## config.mk

```make
export PLATFORM = sky130hd
export DESIGN_NAME = asf_status_flags
export DESIGN_NICKNAME = d
export VERILOG_FILES = /design/src/asf_pkg.sv /design/src/asf_flag_calc.sv /design/src/asf_status_flags.sv
export SDC_FILE = /design/constraint.sdc
export NUM_CORES = 1
export LEC_CHECK = 0
export BUFFER_PORTS_ARGS = -buffer_cell sky130_fd_sc_hd__buf_2
export CORE_ASPECT_RATIO = 1.2
export CORE_MARGIN = 1
export CORE_UTILIZATION = 40
export CTS_CLUSTER_DIAMETER = 150
export CTS_CLUSTER_SIZE = 40
export DETAILED_ROUTE_END_ITERATION = 10
export PLACE_DENSITY_LB_ADDON = 0.25
export SYNTH_ARGS = -nofsm -noshare
export SYNTH_HDL_FRONTEND = slang
export SYNTH_SLANG_ARGS = --single-unit
```

## constraint.sdc

```tcl
create_clock -name mclk_in -period 4.52 [get_ports mclk_in]
set_input_delay 1.356 -clock mclk_in [delete_from_list [all_inputs] [get_ports mclk_in]]
set_output_delay 1.356 -clock mclk_in [all_outputs]
set_load 0.01 [all_outputs]
```

## src/asf_pkg.sv

```systemverilog
// package for the alu status flag block: opcodes, bit positions, register offsets
package asf_pkg;
    // flag bit positions in the condition register
    localparam int ASF_BIT_C  = 0;
    localparam int ASF_BIT_HC = 1;
    localparam int ASF_BIT_Z  = 2;
    localparam int ASF_BIT_SW = 3;
    localparam int ASF_BIT_N  = 4;
    localparam logic [7:0] ASF_IMPL_MASK = 8'h1f;
    // register offsets on the software port
    localparam logic [3:0] ASF_OFF_FLAGS  = 4'h0;
    localparam logic [3:0] ASF_OFF_RESULT = 4'h1;
    localparam logic [3:0] ASF_OFF_IRQ_ST = 4'h2;
    localparam logic [3:0] ASF_OFF_IRQ_MK = 4'h3;
    localparam logic [7:0] ASF_RST_FLAGS  = 8'h00;
    localparam logic [7:0] ASF_RST_RESULT = 8'h00;
    localparam logic [4:0] ASF_RST_IRQ    = 5'h00;
    // interrupt status bits: one per flag, set when the flag rises
    localparam int ASF_IRQ_W = 5;
    // operations driven by the core sequencer
    typedef enum logic [3:0] {
        ASF_OP_NONE,
        ASF_OP_ADD,      // add_accumulator_file_op / add_literal_op
        ASF_OP_SUB,      // subtract_accumulator_file_op / subtract_from_literal_op
        ASF_OP_LOGIC,    // and of source and accumulator: z and n only
        ASF_OP_CLEAR,    // clear_file_op
        ASF_OP_ROT_L,    // rotate_left_op
        ASF_OP_ROT_R,    // rotate_right_op
        ASF_OP_BIT_CLR,  // bit_clear_op
        ASF_OP_BIT_SET,  // bit_set_op
        ASF_OP_SWAP,     // nibble_swap_op
        ASF_OP_MOVE      // file_to_file_move_op / accumulator_to_file_move_op
    } asf_op_t;
endpackage : asf_pkg

```

## src/asf_flag_calc.sv

```systemverilog
`timescale 1ns/100ps
// combinational flag and result generator for one alu operation
module asf_flag_calc (
    // operation and operands
    input  wire asf_pkg::asf_op_t op_in,
    input  wire logic [7:0]       src_in,
    input  wire logic [7:0]       acc_in,
    input  wire logic [2:0]       bit_sel_in,
    input  wire logic [7:0]       flags_in,
    // result and new flags
    output logic [7:0]            result_out,
    output logic [4:0]            flags_out
);
    import asf_pkg::*;

    logic [8:0] sum;
    logic [4:0] low_sum;
    logic [7:0] addend;
    logic [7:0] bit_onehot;
    wire        is_sub;
    wire        is_arith;
    wire        carry_in;

    assign is_sub   = (op_in == ASF_OP_SUB);
    assign is_arith = (op_in == ASF_OP_ADD) || is_sub;
    // subtract adds the two's complement, so carry set means no borrow
    assign addend   = is_sub ? ~acc_in : acc_in;
    assign carry_in = is_sub;
    assign sum      = {1'b0, src_in} + {1'b0, addend} + {8'h00, carry_in};
    assign low_sum  = {1'b0, src_in[3:0]} + {1'b0, addend[3:0]} + {4'h0, carry_in};
    assign bit_onehot = 8'h01 << bit_sel_in;

    always_comb begin
        result_out = src_in;
        flags_out  = flags_in[4:0];
        case (op_in)
            ASF_OP_ADD, ASF_OP_SUB: begin
                result_out            = sum[7:0];
                flags_out[ASF_BIT_C]  = sum[8];
                flags_out[ASF_BIT_HC] = low_sum[4];
                flags_out[ASF_BIT_SW] = (src_in[7] == addend[7]) && (sum[7] != src_in[7]);
            end
            ASF_OP_LOGIC: result_out = src_in & acc_in;
            ASF_OP_CLEAR: result_out = 8'h00;
            ASF_OP_ROT_L: begin
                result_out            = {src_in[6:0], flags_in[ASF_BIT_C]};
                flags_out[ASF_BIT_C]  = src_in[7];
                flags_out[ASF_BIT_HC] = src_in[3];
            end
            ASF_OP_ROT_R: begin
                result_out            = {flags_in[ASF_BIT_C], src_in[7:1]};
                flags_out[ASF_BIT_C]  = src_in[0];
                flags_out[ASF_BIT_HC] = src_in[4];
            end
            ASF_OP_BIT_CLR: result_out = src_in & ~bit_onehot;
            ASF_OP_BIT_SET: result_out = src_in | bit_onehot;
            ASF_OP_SWAP:    result_out = {src_in[3:0], src_in[7:4]};
            ASF_OP_MOVE:    result_out = src_in;
            default:        result_out = src_in;
        endcase
        // z follows every arithmetic, logic, clear and rotate result; n follows all of them except clear
        if (is_arith || op_in == ASF_OP_LOGIC || op_in == ASF_OP_CLEAR ||
            op_in == ASF_OP_ROT_L || op_in == ASF_OP_ROT_R) begin
            flags_out[ASF_BIT_Z] = (result_out == 8'h00);
            // clear only sets z; n keeps its stored value
            if (op_in != ASF_OP_CLEAR) begin
                flags_out[ASF_BIT_N] = result_out[7];
            end
        end
    end
endmodule : asf_flag_calc

```

## src/asf_status_flags.sv

```systemverilog
// Decided for this implementation: the register offsets and the plain strobed port.
`timescale 1ns/100ps
// alu status flag register with instruction port, software port and interrupt
// Notes on behaviour
// - flag-affecting op aimed at status register drops result, updates flags only
// - clearing status register sets zero flag, leaves other flags alone
// - bit clear/set, nibble swap and moves touch flags only when aimed at the status register
// - bits 7 to 5 read zero; writes there are ignored
// - negative flag bit 4 copies result msb, except on clear
// - overflow flag bit 3 marks signed overflow into the sign bit
// - zero flag bit 2 set when result is zero
// - half carry bit 1 is carry out of bit 3 on add and subtract
// - carry bit 0 is carry out of msb on add and subtract
// - on subtract carry and half carry mean no borrow
// - subtract is addition of the two's complement
// - rotates load half carry from source bit 4 or bit 3
// - rotates load carry from the bit shifted out
// - status register works as a source like any register; as destination it stores only the results of ops that do not set flags
module asf_status_flags (
    // clock and reset
    input  wire logic             mclk_in,
    input  wire logic             sys_rst_in,
    // instruction port from the core sequencer
    input  wire logic             exec_in,
    input  wire asf_pkg::asf_op_t op_in,
    input  wire logic [7:0]       src_in,
    input  wire logic             src_is_status_in,
    input  wire logic [7:0]       acc_in,
    input  wire logic [2:0]       bit_sel_in,
    input  wire logic             dest_is_status_in,
    // software register port
    input  wire logic [3:0]       reg_addr_in,
    input  wire logic [7:0]       reg_wdata_in,
    input  wire logic             reg_wr_in,
    input  wire logic             reg_rd_in,
    output logic [7:0]            reg_rdata_out,
    // result and flags toward the datapath
    output logic [7:0]            result_out,
    output logic                  result_valid_out,
    output logic [7:0]            flags_out,
    output logic                  irq_out
);
    import asf_pkg::*;

    logic [7:0] flags;
    logic [7:0] result;
    logic       result_valid;
    logic [4:0] irq_status;
    logic [4:0] irq_mask;
    logic [7:0] rdata;
    logic       irq;
    logic [7:0] calc_result;
    logic [4:0] calc_flags;

    wire [7:0] status_view;
    wire [7:0] operand;
    wire       flag_op;
    wire       wr_flags;
    wire       wr_irq_st;
    wire       wr_irq_mk;
    wire [7:0] next_flags;
    wire [4:0] rise;
    wire [4:0] next_irq_status;
    wire [7:0] next_rdata;

    // unimplemented upper bits always read as zero
    assign status_view = flags & ASF_IMPL_MASK;
    // status register may be the source operand like any other register
    assign operand = src_is_status_in ? status_view : src_in;

    asf_flag_calc u_calc (
        .op_in      (op_in),
        .src_in     (operand),
        .acc_in     (acc_in),
        .bit_sel_in (bit_sel_in),
        .flags_in   (status_view),
        .result_out (calc_result),
        .flags_out  (calc_flags)
    );

    assign flag_op = (op_in == ASF_OP_ADD) || (op_in == ASF_OP_SUB) ||
                     (op_in == ASF_OP_LOGIC) || (op_in == ASF_OP_CLEAR) ||
                     (op_in == ASF_OP_ROT_L) || (op_in == ASF_OP_ROT_R);
    assign wr_flags  = reg_wr_in && reg_addr_in == ASF_OFF_FLAGS;
    assign wr_irq_st = reg_wr_in && reg_addr_in == ASF_OFF_IRQ_ST;
    assign wr_irq_mk = reg_wr_in && reg_addr_in == ASF_OFF_IRQ_MK;

    // flag ops to the status register keep only the new flags, so a clear
    // leaves zero set and the other flags at their stored values
    // non flag ops aimed at the status register store their result
    assign next_flags =
        (exec_in && flag_op)                       ? {3'b000, calc_flags} :
        (exec_in && dest_is_status_in)             ? (calc_result & ASF_IMPL_MASK) :
        wr_flags                                   ? (reg_wdata_in & ASF_IMPL_MASK) :
                                                     flags;

    // event: a flag going from clear to set
    assign rise = next_flags[4:0] & ~flags[4:0];
    // set beats the write-one clear in the same cycle
    assign next_irq_status = (irq_status & ~(wr_irq_st ? reg_wdata_in[4:0] : 5'h00)) | rise;

    assign next_rdata =
        (reg_addr_in == ASF_OFF_FLAGS)  ? status_view :
        (reg_addr_in == ASF_OFF_RESULT) ? result :
        (reg_addr_in == ASF_OFF_IRQ_ST) ? {3'b000, irq_status} :
        (reg_addr_in == ASF_OFF_IRQ_MK) ? {3'b000, irq_mask} :
                                          8'h00;

    always_ff @(posedge mclk_in) begin
        if (sys_rst_in) begin
            flags        <= ASF_RST_FLAGS;
            result       <= ASF_RST_RESULT;
            result_valid <= 1'b0;
            irq_status   <= ASF_RST_IRQ;
            irq_mask     <= ASF_RST_IRQ;
            rdata        <= 8'h00;
            irq          <= 1'b0;
        end else begin
            flags        <= next_flags;
            // result discarded when a flag op targets the status register
            result_valid <= exec_in && !(flag_op && dest_is_status_in);
            if (exec_in && !(flag_op && dest_is_status_in)) begin
                result <= calc_result;
            end
            irq_status   <= next_irq_status;
            if (wr_irq_mk) begin
                irq_mask <= reg_wdata_in[4:0];
            end
            rdata        <= reg_rd_in ? next_rdata : 8'h00;
            irq          <= |(next_irq_status & (wr_irq_mk ? reg_wdata_in[4:0] : irq_mask));
        end
    end

    assign reg_rdata_out    = rdata;
    assign result_out       = result;
    assign result_valid_out = result_valid;
    assign flags_out        = flags;
    assign irq_out          = irq;
endmodule : asf_status_flags

```

# Word-level counts from Yosys, hierarchy flattened
# Cells that the tools add are included.
# word_totals
ff_bits,33
inputBits,42
output_inout_bits,26
elab_cells,77
# classes
addsub,4
eq_ne,15
n_shift,1
mux,17
bitwise_logic,12
n_reduce_logical,20
# ops
operator,n
8-bit case mux with 8 select lines,1
5-bit 2-to-1 mux,8
8-bit 2-to-1 mux,3
8-bit AND,2
4-bit by 2-bit equality test with 1-bit output (second input constant),4
4-bit by 3-bit equality test with 1-bit output (second input constant),4
8-bit inverter,2
5-bit AND,3
5-bit inverter,2
8-bit by 8-bit adder with 9-bit output,1
9-bit by 1-bit adder with 9-bit output,1
4-bit by 1-bit equality test with 1-bit output (second input constant),2
4-bit equality test (second input constant),2
1-bit logical AND,8
8-bit logical NOT,1
8-bit OR,1
1-bit by 3-bit left shift with 8-bit output (first input constant),1
2-bit case mux with 3 select lines,1
4-bit by 4-bit adder with 5-bit output,1
5-bit by 1-bit adder with 5-bit output,1
1-bit logical OR,5
5-bit OR,1
5-bit OR reduction,1
4-bit logical NOT,1
other kinds (8),12

# Logic depth before layout (Yosys ltp)
# Gate-level depths: netlist of run 1.
# logic_depth
word_depth,12
mapped_depth,14
depth_no_buf,12

# Hierarchy
# Synthesis of run 1 repeated with hierarchy kept, for this count alone.
# unflattened
cells_unflattened,385
hier_area_um2,3089.2
# modules_own_cells
mod,instances,cells_per_inst,area_each_um2,seq_area_each_um2
asf_status_flags,1,183,1731.7,660.6
asf_flag_calc,1,202,1357.6,0.0

# Worst setup path before layout of run 1
# Ideal clock, no wire load.
# synth_path
path_kind,input port to flip-flop
from,input port op_in[0]
to,register irq (netlist: irq_out)
setup_time_ns,0.123
arrival_time_ns,4.481
t_required_ns,4.397
setup_slack_ns,-0.084
path_stages,13
path_buffers,2
cell_sequence,clkbuf_1 -> or4b_1 -> buf_2 -> xnor2_1 -> fa_1 -> a211o_1 -> a21o_1 -> a21oi_1 -> o211ai_1 -> and3b_1 -> o41a_1 -> a2111oi_2 -> nand2_1
# synth_between
elab_chain_cells,12
word_cells_on_any_way,38
cone_classes,add/sub (4); eq/ne (12); mux (9); bitwise (3); reduce/logical (10)
# synth_rtl
element,line_no,rtl
from (decl),asf_status_flags.sv:25,"input wire asf_pkg::asf_op_t op_in,"
4-bit by 2-bit equality test with 1-bit output or 4-bit by 1-bit equality test with 1-bit output (tied branches),-,
8-bit 2-to-1 mux or 1-bit logical OR (tied branches),"asf_flag_calc.sv:27, asf_flag_calc.sv:25, asf_status_flags.sv:81",
8-bit by 8-bit adder with 9-bit output or 1-bit logical OR (tied branches),"asf_flag_calc.sv:29, asf_flag_calc.sv:62, asf_status_flags.sv:81",
9-bit by 1-bit adder with 9-bit output or 1-bit logical OR (tied branches),"asf_flag_calc.sv:29, asf_flag_calc.sv:62, asf_status_flags.sv:82",
"8-bit case mux with 8 select lines, or another cell as far along",asf_flag_calc.sv:36,case (op_in)
"8-bit logical NOT, or another cell as far along",asf_flag_calc.sv:64,flags_out[ASF_BIT_Z] = (result_out == 8'h00);
"1-bit 2-to-1 mux, or another cell as far along",asf_flag_calc.sv:62,if (is_arith || op_in == ASF_OP_LOGIC || op_in == ASF_OP_CLEAR ||
5-bit 2-to-1 mux (*),asf_status_flags.sv:92,"(exec_in && flag_op) ? {3'b000, calc_flags} :"
5-bit AND (*),asf_status_flags.sv:98,assign rise = next_flags[4:0] & ~flags[4:0];
5-bit OR (*),asf_status_flags.sv:100,assign next_irq_status = (irq_status & ~(wr_irq_st ? reg_wdata_in[4:0] : 5'h00)) | rise;
5-bit AND (*),asf_status_flags.sv:130,irq <= |(next_irq_status & (wr_irq_mk ? reg_wdata_in[4:0] : irq_mask));
5-bit OR reduction (*),asf_status_flags.sv:130,
to (signal assigned),asf_status_flags.sv:130,
to (decl),asf_status_flags.sv:51,logic irq;
# Mark *: on every way between the ends. The rest lies on a longest branch, timed or not.
# A chain may end at the register's enable or synchronous reset.

# Worst setup path in the final report of run 1
# layout_path
from,input port op_in[3]
to,register irq (netlist: irq_out)
# The elaborated chain is that of the path after synthesis.

==> flow_metrics.py, run 1 <==
metrics = {
    "sta": {
        "worst_slack_ns": 0.2228,
        "fmax_ghz": 0.2327,
        "tightest_slew_ns": 1.166,
        "fin_crit_sh_pct": 95.07,
        "maxSlewHeadroom_pct": 21.69,
        "fin_skew_ns": 0.004596,
        "whs_ns": 0.4837,
        "hold_viol": 0,
        "rsz0062_at_grt": "no",
        "setup_viol": 0,
        "slew_viol_final": 0,
        "timing.final.crit_period_ns": 4.297,
        "tns_ns": 0,
    },
    "clock_network": {
        "root_buffer": "clkbuf_8",
        "numCtsBuffers": 5,
        "cts_setup_buffers": 0,
        "clock-sinks": 33,
        "ctsHtreeMaxLevel": 2,
        "clk_path_buf_depth": 2,
        "cts_tree": "yes",
        "cts_resized": 0,
        "insertion_delay_ns": 0.29,
        "clk_pin_slew_ns": 0.07,
        "cts_hold_buf": 0,
    },
    "floorplan": {
        "die_area_mm2": 0.007670,
        "fp.dieW_um": 80.12,
        "rows": 33,
        "die-height_um": 95.74,
        "initial_core_util_pct": 42.23,
        "num_io_pins": 68,
        "core_area_mm2": 0.006937,
    },
    "final_layout": {
        "nNetsFinal": 510,
        "syn_to_final_growth_pct": 22.38,
        "final_area_mm2": 0.003585,
        "final_common_cell": "buf_2",
        "antenna_cells": 0,
        "layout_common_cells": "buf_2, nor2_1, nand2_1, buf_4, dfxtp_1",
        "final_util_pct": 51.68,
        "multi_input_area_mm2": 0.002112,
        "drive_gt1_share_pct": 26.74,
        "nFillCells": 704,
        "seq_area_um2": 660.6,
    },
    "place": {
        "dpl_cell_area_mm2": 0.003478,
        "port-buffer-count": 61,
        "place.gp.congestion": 0.9503,
        "post-dp-hpwl_um": 7455,
        "place_ws_ns": -0.2688,
    },
    "yosys": {
        "syn_area_per_cell_um2": 7.648,
        "synth-seq-cells": 33,
        "synth_ff_type": "dfxtp_1",
        "synth.distinct_cells": 75,
        "syn_inst": 383,
        "synth_top_cell_by_area": "dfxtp_1",
        "synthArstFlopShare_pct": 0,
        "syn_area_mm2": 0.002929,
        "synth_edf_count": 0,
        "ys_warn_count": 0,
        "synth_top_area_share_pct": 22.55,
        "netlist_top_cells_area": "dfxtp_1, mux2i_1, nor2_1, nand2_1, a21oi_1",
        "yosysSeqAreaShare_pct": 22.55,
    },
    "run": {
        "cap_violations": 0,
    },
    "power_and_ir_drop": {
        "switching_share_pct": 35.97,
        "combPwrFrac_pct": 37.7,
        "power_leakage_nw": 1.604,
        "power_density_mw_per_mm2": 246.8,
        "clkPwrFrac_pct": 25.1,
        "p_sw_w": 0.0003182,
        "pwr-share-seq_pct": 37.2,
        "p_int_w": 0.0005664,
        "peakVddDrop_uv": 141.0,
    },
    "min_path": {
        "min_path_type": "reg2reg",
    },
    "global_routing": {
        "grt_max_degree": 31,
        "grtUsageTotal_pct": 25.69,
        "grt_pass1_wl_um": 14720,
        "grt_overflow": 0,
        "antenna_found_initial": 0,
        "grt_pass1_vias": 2921,
    },
    "route": {
        "ant_nets": 0,
        "wl_per_cell_um": 17.36,
        "drt_iter0_drc": 207,
        "via_per_inst": 5.848,
        "firstDrtPassIters": 4,
        "drc": 0,
        "drt_wl_total_um": 9495,
        "num_vias": 3199,
    },
    "worst_setup_path": {
        "path_max_fanout": 6,
        "cp.arrival_ns": 4.48,
        "path_class": "in2reg",
        "required_ns": 4.70,
        "cp-start-kind": "input pin",
        "end_kind": "flop",
    },
    "run_status": {
        "status": "finished clean",
    },
}
## state kept, by name (all words and copies together), names as in the netlist
register	count
flags_out	5
irq_mask	5
irq_out	1
irq_status	5
reg_rdata_out	8
result_out	8
result_valid_out	1
## synth_stat cells, types with 4 or more instances
| cell type | count |
|---|---|
| a211oi_1 | 8 |
| a21o_1 | 5 |
| a21oi_1 | 24 |
| a31oi_1 | 12 |
| and2_1 | 10 |
| clkbuf_1 | 18 |
| dfxtp_1 | 33 |
| ha_1 | 8 |
| inv_1 | 15 |
| mux2i_1 | 19 |
| nand2_1 | 34 |
| nand2b_1 | 8 |
| nand3_1 | 12 |
| nor2_1 | 39 |
| nor3_1 | 10 |
| nor4bb_1 | 4 |
| o211ai_1 | 5 |
| o21ai_0 | 8 |
| o22ai_1 | 11 |
| o31ai_1 | 4 |
| xnor2_1 | 9 |
## critical path, cell delays in order
cell,delay (ns)
buf_2,0.11
or4b_4,0.58
buf_4,0.20
xnor2_1,0.12
ha_1,0.29
a211o_1,0.29
a21o_1,0.18
a21oi_2,0.15
o211ai_1,0.14
and3b_1,0.22
o41a_1,0.40
a2111oi_2,0.37
nand2_1,0.09
## worst paths after layout
kind / from / end / slack (ns) / cells past startpoint
hold reg to reg: result_out[6] / reg_rdata_out[6] / 0.48 / 2
setup reg to reg: flags_out[0] / irq_out / 1.21 / 11
hold / removal: result_out[6] / reg_rdata_out[6] / 0.48 / 2
setup / recovery: op_in[3] / irq_out / 0.22 / 13
## metal layers
layer	vias up	routed length (um)	global-route usage, %	share of wire (%)
met5	-	0	0	0
met4	0	418	16.37	4.4
met3	27	473	2.559	5.0
met2	122	4592	44.23	48
met1	1469	4011	30.45	42
li1	1581	-	-	-
## power groups by stage
stage / clock (W) / combinational [W] / sequential, W
finish: 0.000222 / 0.000334 / 0.000329
global route: 0.000238 / 0.000365 / 0.000330
CTS: 0.000226 / 0.000330 / 0.000328
detailed placement: 0 / 0.000329 / 0.000335
global placement: 0 / 0.000325 / 0.000335
floorplan: 0 / 0.000198 / 0.000331
## cells by family after synthesis
family | count (synthesis) | share of synthesized area, %
AOI/OAI and AO/OA | 112 | 27.00
xor gates and xnor gates | 10 | 2.990
adders and majority gates | 9 | 4.101
buffers and inverters | 43 | 6.493
DFF | 33 | 22.55
muxes | 24 | 9.056
other | 1 | 0.1280
and+or+nand+nor | 151 | 27.68
## final cells by class
cell class / count / share of cell area, %
sequential: 33 / 18.43
timing repair buffer: 95 / 15.64
clock inverter: 3 / 0.4887
clock buffer: 5 / 1.920
inverter: 15 / 1.571
tap: 87 / 3.037
multi-input combinational: 309 / 58.92
## metrics by stage
step                      power (W)  std cells
after global routing      0.0009327        547
after global placement    0.0006598        539
after CTS                 0.0008846        547
after floorplan           0.0005297        385
final                     0.0008846        547
after detailed placement  0.0006636        539
Power figures use the tool's default switching activity.
==> inputs of run 2 (changes only) <==
--- a/config.mk
+++ b/config.mk
@@ -9,6 +9,7 @@
 export CORE_ASPECT_RATIO = 1.2
 export CORE_MARGIN = 1
 export CORE_UTILIZATION = 40
+export CTS_BUF_LIST = sky130_fd_sc_hd__clkbuf_4
 export CTS_CLUSTER_DIAMETER = 150
 export CTS_CLUSTER_SIZE = 40
 export DETAILED_ROUTE_END_ITERATION = 10
==> run 2 against run 1 <==
First-iteration DRC count fell by 14%. Critical path depth decreased by 1. Clock-buffer cell count did not move. Hold slack better by 0.00095 ns. Non-clock buffer count is the same. Critical path type unchanged. Clock skew rose by 0.0027 ns. Core utilization fell by 0.51 points. Register-to-register slack got worse by 0.07 ns. Worst setup slack worse by 0.11 ns. Combinational power hardly changed.
==> flow_metrics.py, run 2 (synthesis gave the netlist of run 1 again) <==
metrics = {
    "floorplan": {
        "fp.dieW_um": 80.12,
        "core_area_mm2": 0.006937,
        "initial_core_util_pct": 42.23,
        "die_area_mm2": 0.007670,
        "die-height_um": 95.74,
        "rows": 33,
        "num_io_pins": 68,
    },
    "final_layout": {
        "layout_common_cells": "buf_2, nor2_1, nand2_1, buf_4, dfxtp_1",
        "nFillCells": 708,
        "final_common_cell": "buf_2",
        "instances_no_fill": 547,
        "multi_input_area_mm2": 0.002108,
        "drive_gt1_share_pct": 26.52,
        "seq_area_um2": 660.6,
        "antenna_cells": 0,
        "syn_to_final_growth_pct": 21.19,
        "final_area_mm2": 0.003550,
        "nNetsFinal": 510,
    },
    "worst_setup_path": {
        "path_class": "in2reg",
        "cp.arrival_ns": 4.64,
        "cpPeakStageDelay_ns": 0.65,
        "cp-start-kind": "input pin",
        "cp_cell_sequence": "buf_2 -> or4b_1 -> mux2_2 -> inv_1 -> fa_2 -> a2111oi_1 -> buf_4 -> nand2_1 -> o21ai_0 -> a41oi_1 -> a2111oi_2 -> nand2_1",
        "path_max_fanout": 3,
        "required_ns": 4.75,
        "crit_slowest_cell": "or4b_1",
        "crit_path_frequent_cell": "nand2_1",
        "end_kind": "flop",
    },
    "power_and_ir_drop": {
        "peakVddDrop_uv": 131.9,
        "power_density_mw_per_mm2": 233.6,
        "design_power_total_w": 0.0008293,
        "power_leakage_nw": 1.590,
    },
    "route": {
        "firstDrtPassIters": 5,
        "wl_per_cell_um": 17.20,
        "via_per_inst": 5.857,
        "num_vias": 3204,
        "drc": 0,
        "ant_nets": 0,
        "drt_iter0_drc": 179,
        "drt_wl_total_um": 9410,
    },
    "global_routing": {
        "grt_pass1_vias": 2912,
        "antenna_found_initial": 0,
        "grt_pass1_wl_um": 14750,
        "grt_max_degree": 31,
        "grt_overflow": 0,
        "grtUsageTotal_pct": 25.51,
    },
    "place": {
        "post-dp-hpwl_um": 7455,
        "place.gp.congestion": 0.9503,
        "dpl_cell_area_mm2": 0.003478,
        "place_ws_ns": -0.2688,
        "port-buffer-count": 61,
        "placed_cells": 539,
    },
    "sta": {
        "hold_viol": 0,
        "setup_viol": 0,
        "maxSlewHeadroom_pct": 21.65,
        "tns_ns": 0,
        "fin_skew_ns": 0.007303,
        "fin_crit_sh_pct": 97.43,
        "worst_slack_ns": 0.1160,
        "timing.final.crit_period_ns": 4.404,
        "fmax_ghz": 0.2271,
        "slew_viol_final": 0,
        "tightest_slew_ns": 1.166,
        "rsz0062_at_grt": "no",
    },
    "clock_network": {
        "cts_hold_buf": 0,
        "clk_pin_slew_ns": 0.11,
        "cts_tree": "yes",
        "ctsHtreeMaxLevel": 2,
        "root_buffer": "clkbuf_4",
        "clk_path_buf_depth": 2,
        "insertion_delay_ns": 0.34,
        "clock-sinks": 33,
        "numCtsBuffers": 5,
    },
    "min_path": {
        "min_path_type": "reg2reg",
    },
    "run": {
        "cap_violations": 0,
    },
    "run_status": {
        "status": "finished clean",
    },
}
-- run 2: per-layer routing --
| metal | up-vias | share of wire, % | GRT usage (%) |
|---|---|---|---|
| met2 | 118 | 49 | 44.87 |
| li1 | 1583 | - | - |
| met4 | 0 | 3.9 | 13.10 |
| met1 | 1478 | 42 | 30.91 |
| met3 | 25 | 4.7 | 2.180 |
| met5 | - | 0 | 0 |
-- run 2: cell type report --
| cell class | count | area share (%) |
|---|---|---|
| Timing Repair Buffer | 95 | 15.79 |
| Inverter | 15 | 1.586 |
| Multi-Input combinational cell | 309 | 59.39 |
| Sequential cell | 33 | 18.61 |
| Clock buffer | 5 | 1.057 |
| Tap cell | 87 | 3.067 |
| Clock inverter | 3 | 0.4935 |
-- run 2: worst paths after layout --
kind / from / endpoint / slack (ns) / cells after the start
setup / recovery: op_in[3] / irq_out / 0.12 / 12
hold / removal: result_out[6] / reg_rdata_out[6] / 0.48 / 2
setup reg to reg: flags_out[0] / irq_out / 1.14 / 11
hold reg to reg: result_out[6] / reg_rdata_out[6] / 0.48 / 2
-- run 2: critical path, delay by kind of cell --
kind / cells / cell delay [ns]
buffers and inverters: 3 / 0.37
AO/OA/AOI/OAI: 4 / 1.28
adder cells (fa/ha/maj): 1 / 0.46
multiplexers: 1 / 0.34
AND/OR/NAND/NOR: 3 / 0.84
-- run 2: report_power, final --
part	leakage (nW)	internal (W)	total, W	switching [W]
Sequential	0.270	0.000309	0.000329	0.0000201
Clock	0.0310	0.0000586	0.000167	0.000108
Combinational	1.29	0.000151	0.000334	0.000182
-- run 2: timing repair --
item | in CTS | in global routing
gates resized for setup | 0 | 3
buffers inserted | 0 | 0
endpoints found under the setup margin | 0 | 2
-- run 2: through the flow --
| stage | hold slack (ns) | utilization (%) |
|---|---|---|
| after floorplan | 0.4389 | - |
| after global placement | 0.4730 | 50.14 |
| after detailed placement | 0.4764 | 50.14 |
| after CTS | 0.4938 | 50.94 |
| after global routing | 0.5147 | 51.17 |
| final | 0.4847 | 51.17 |
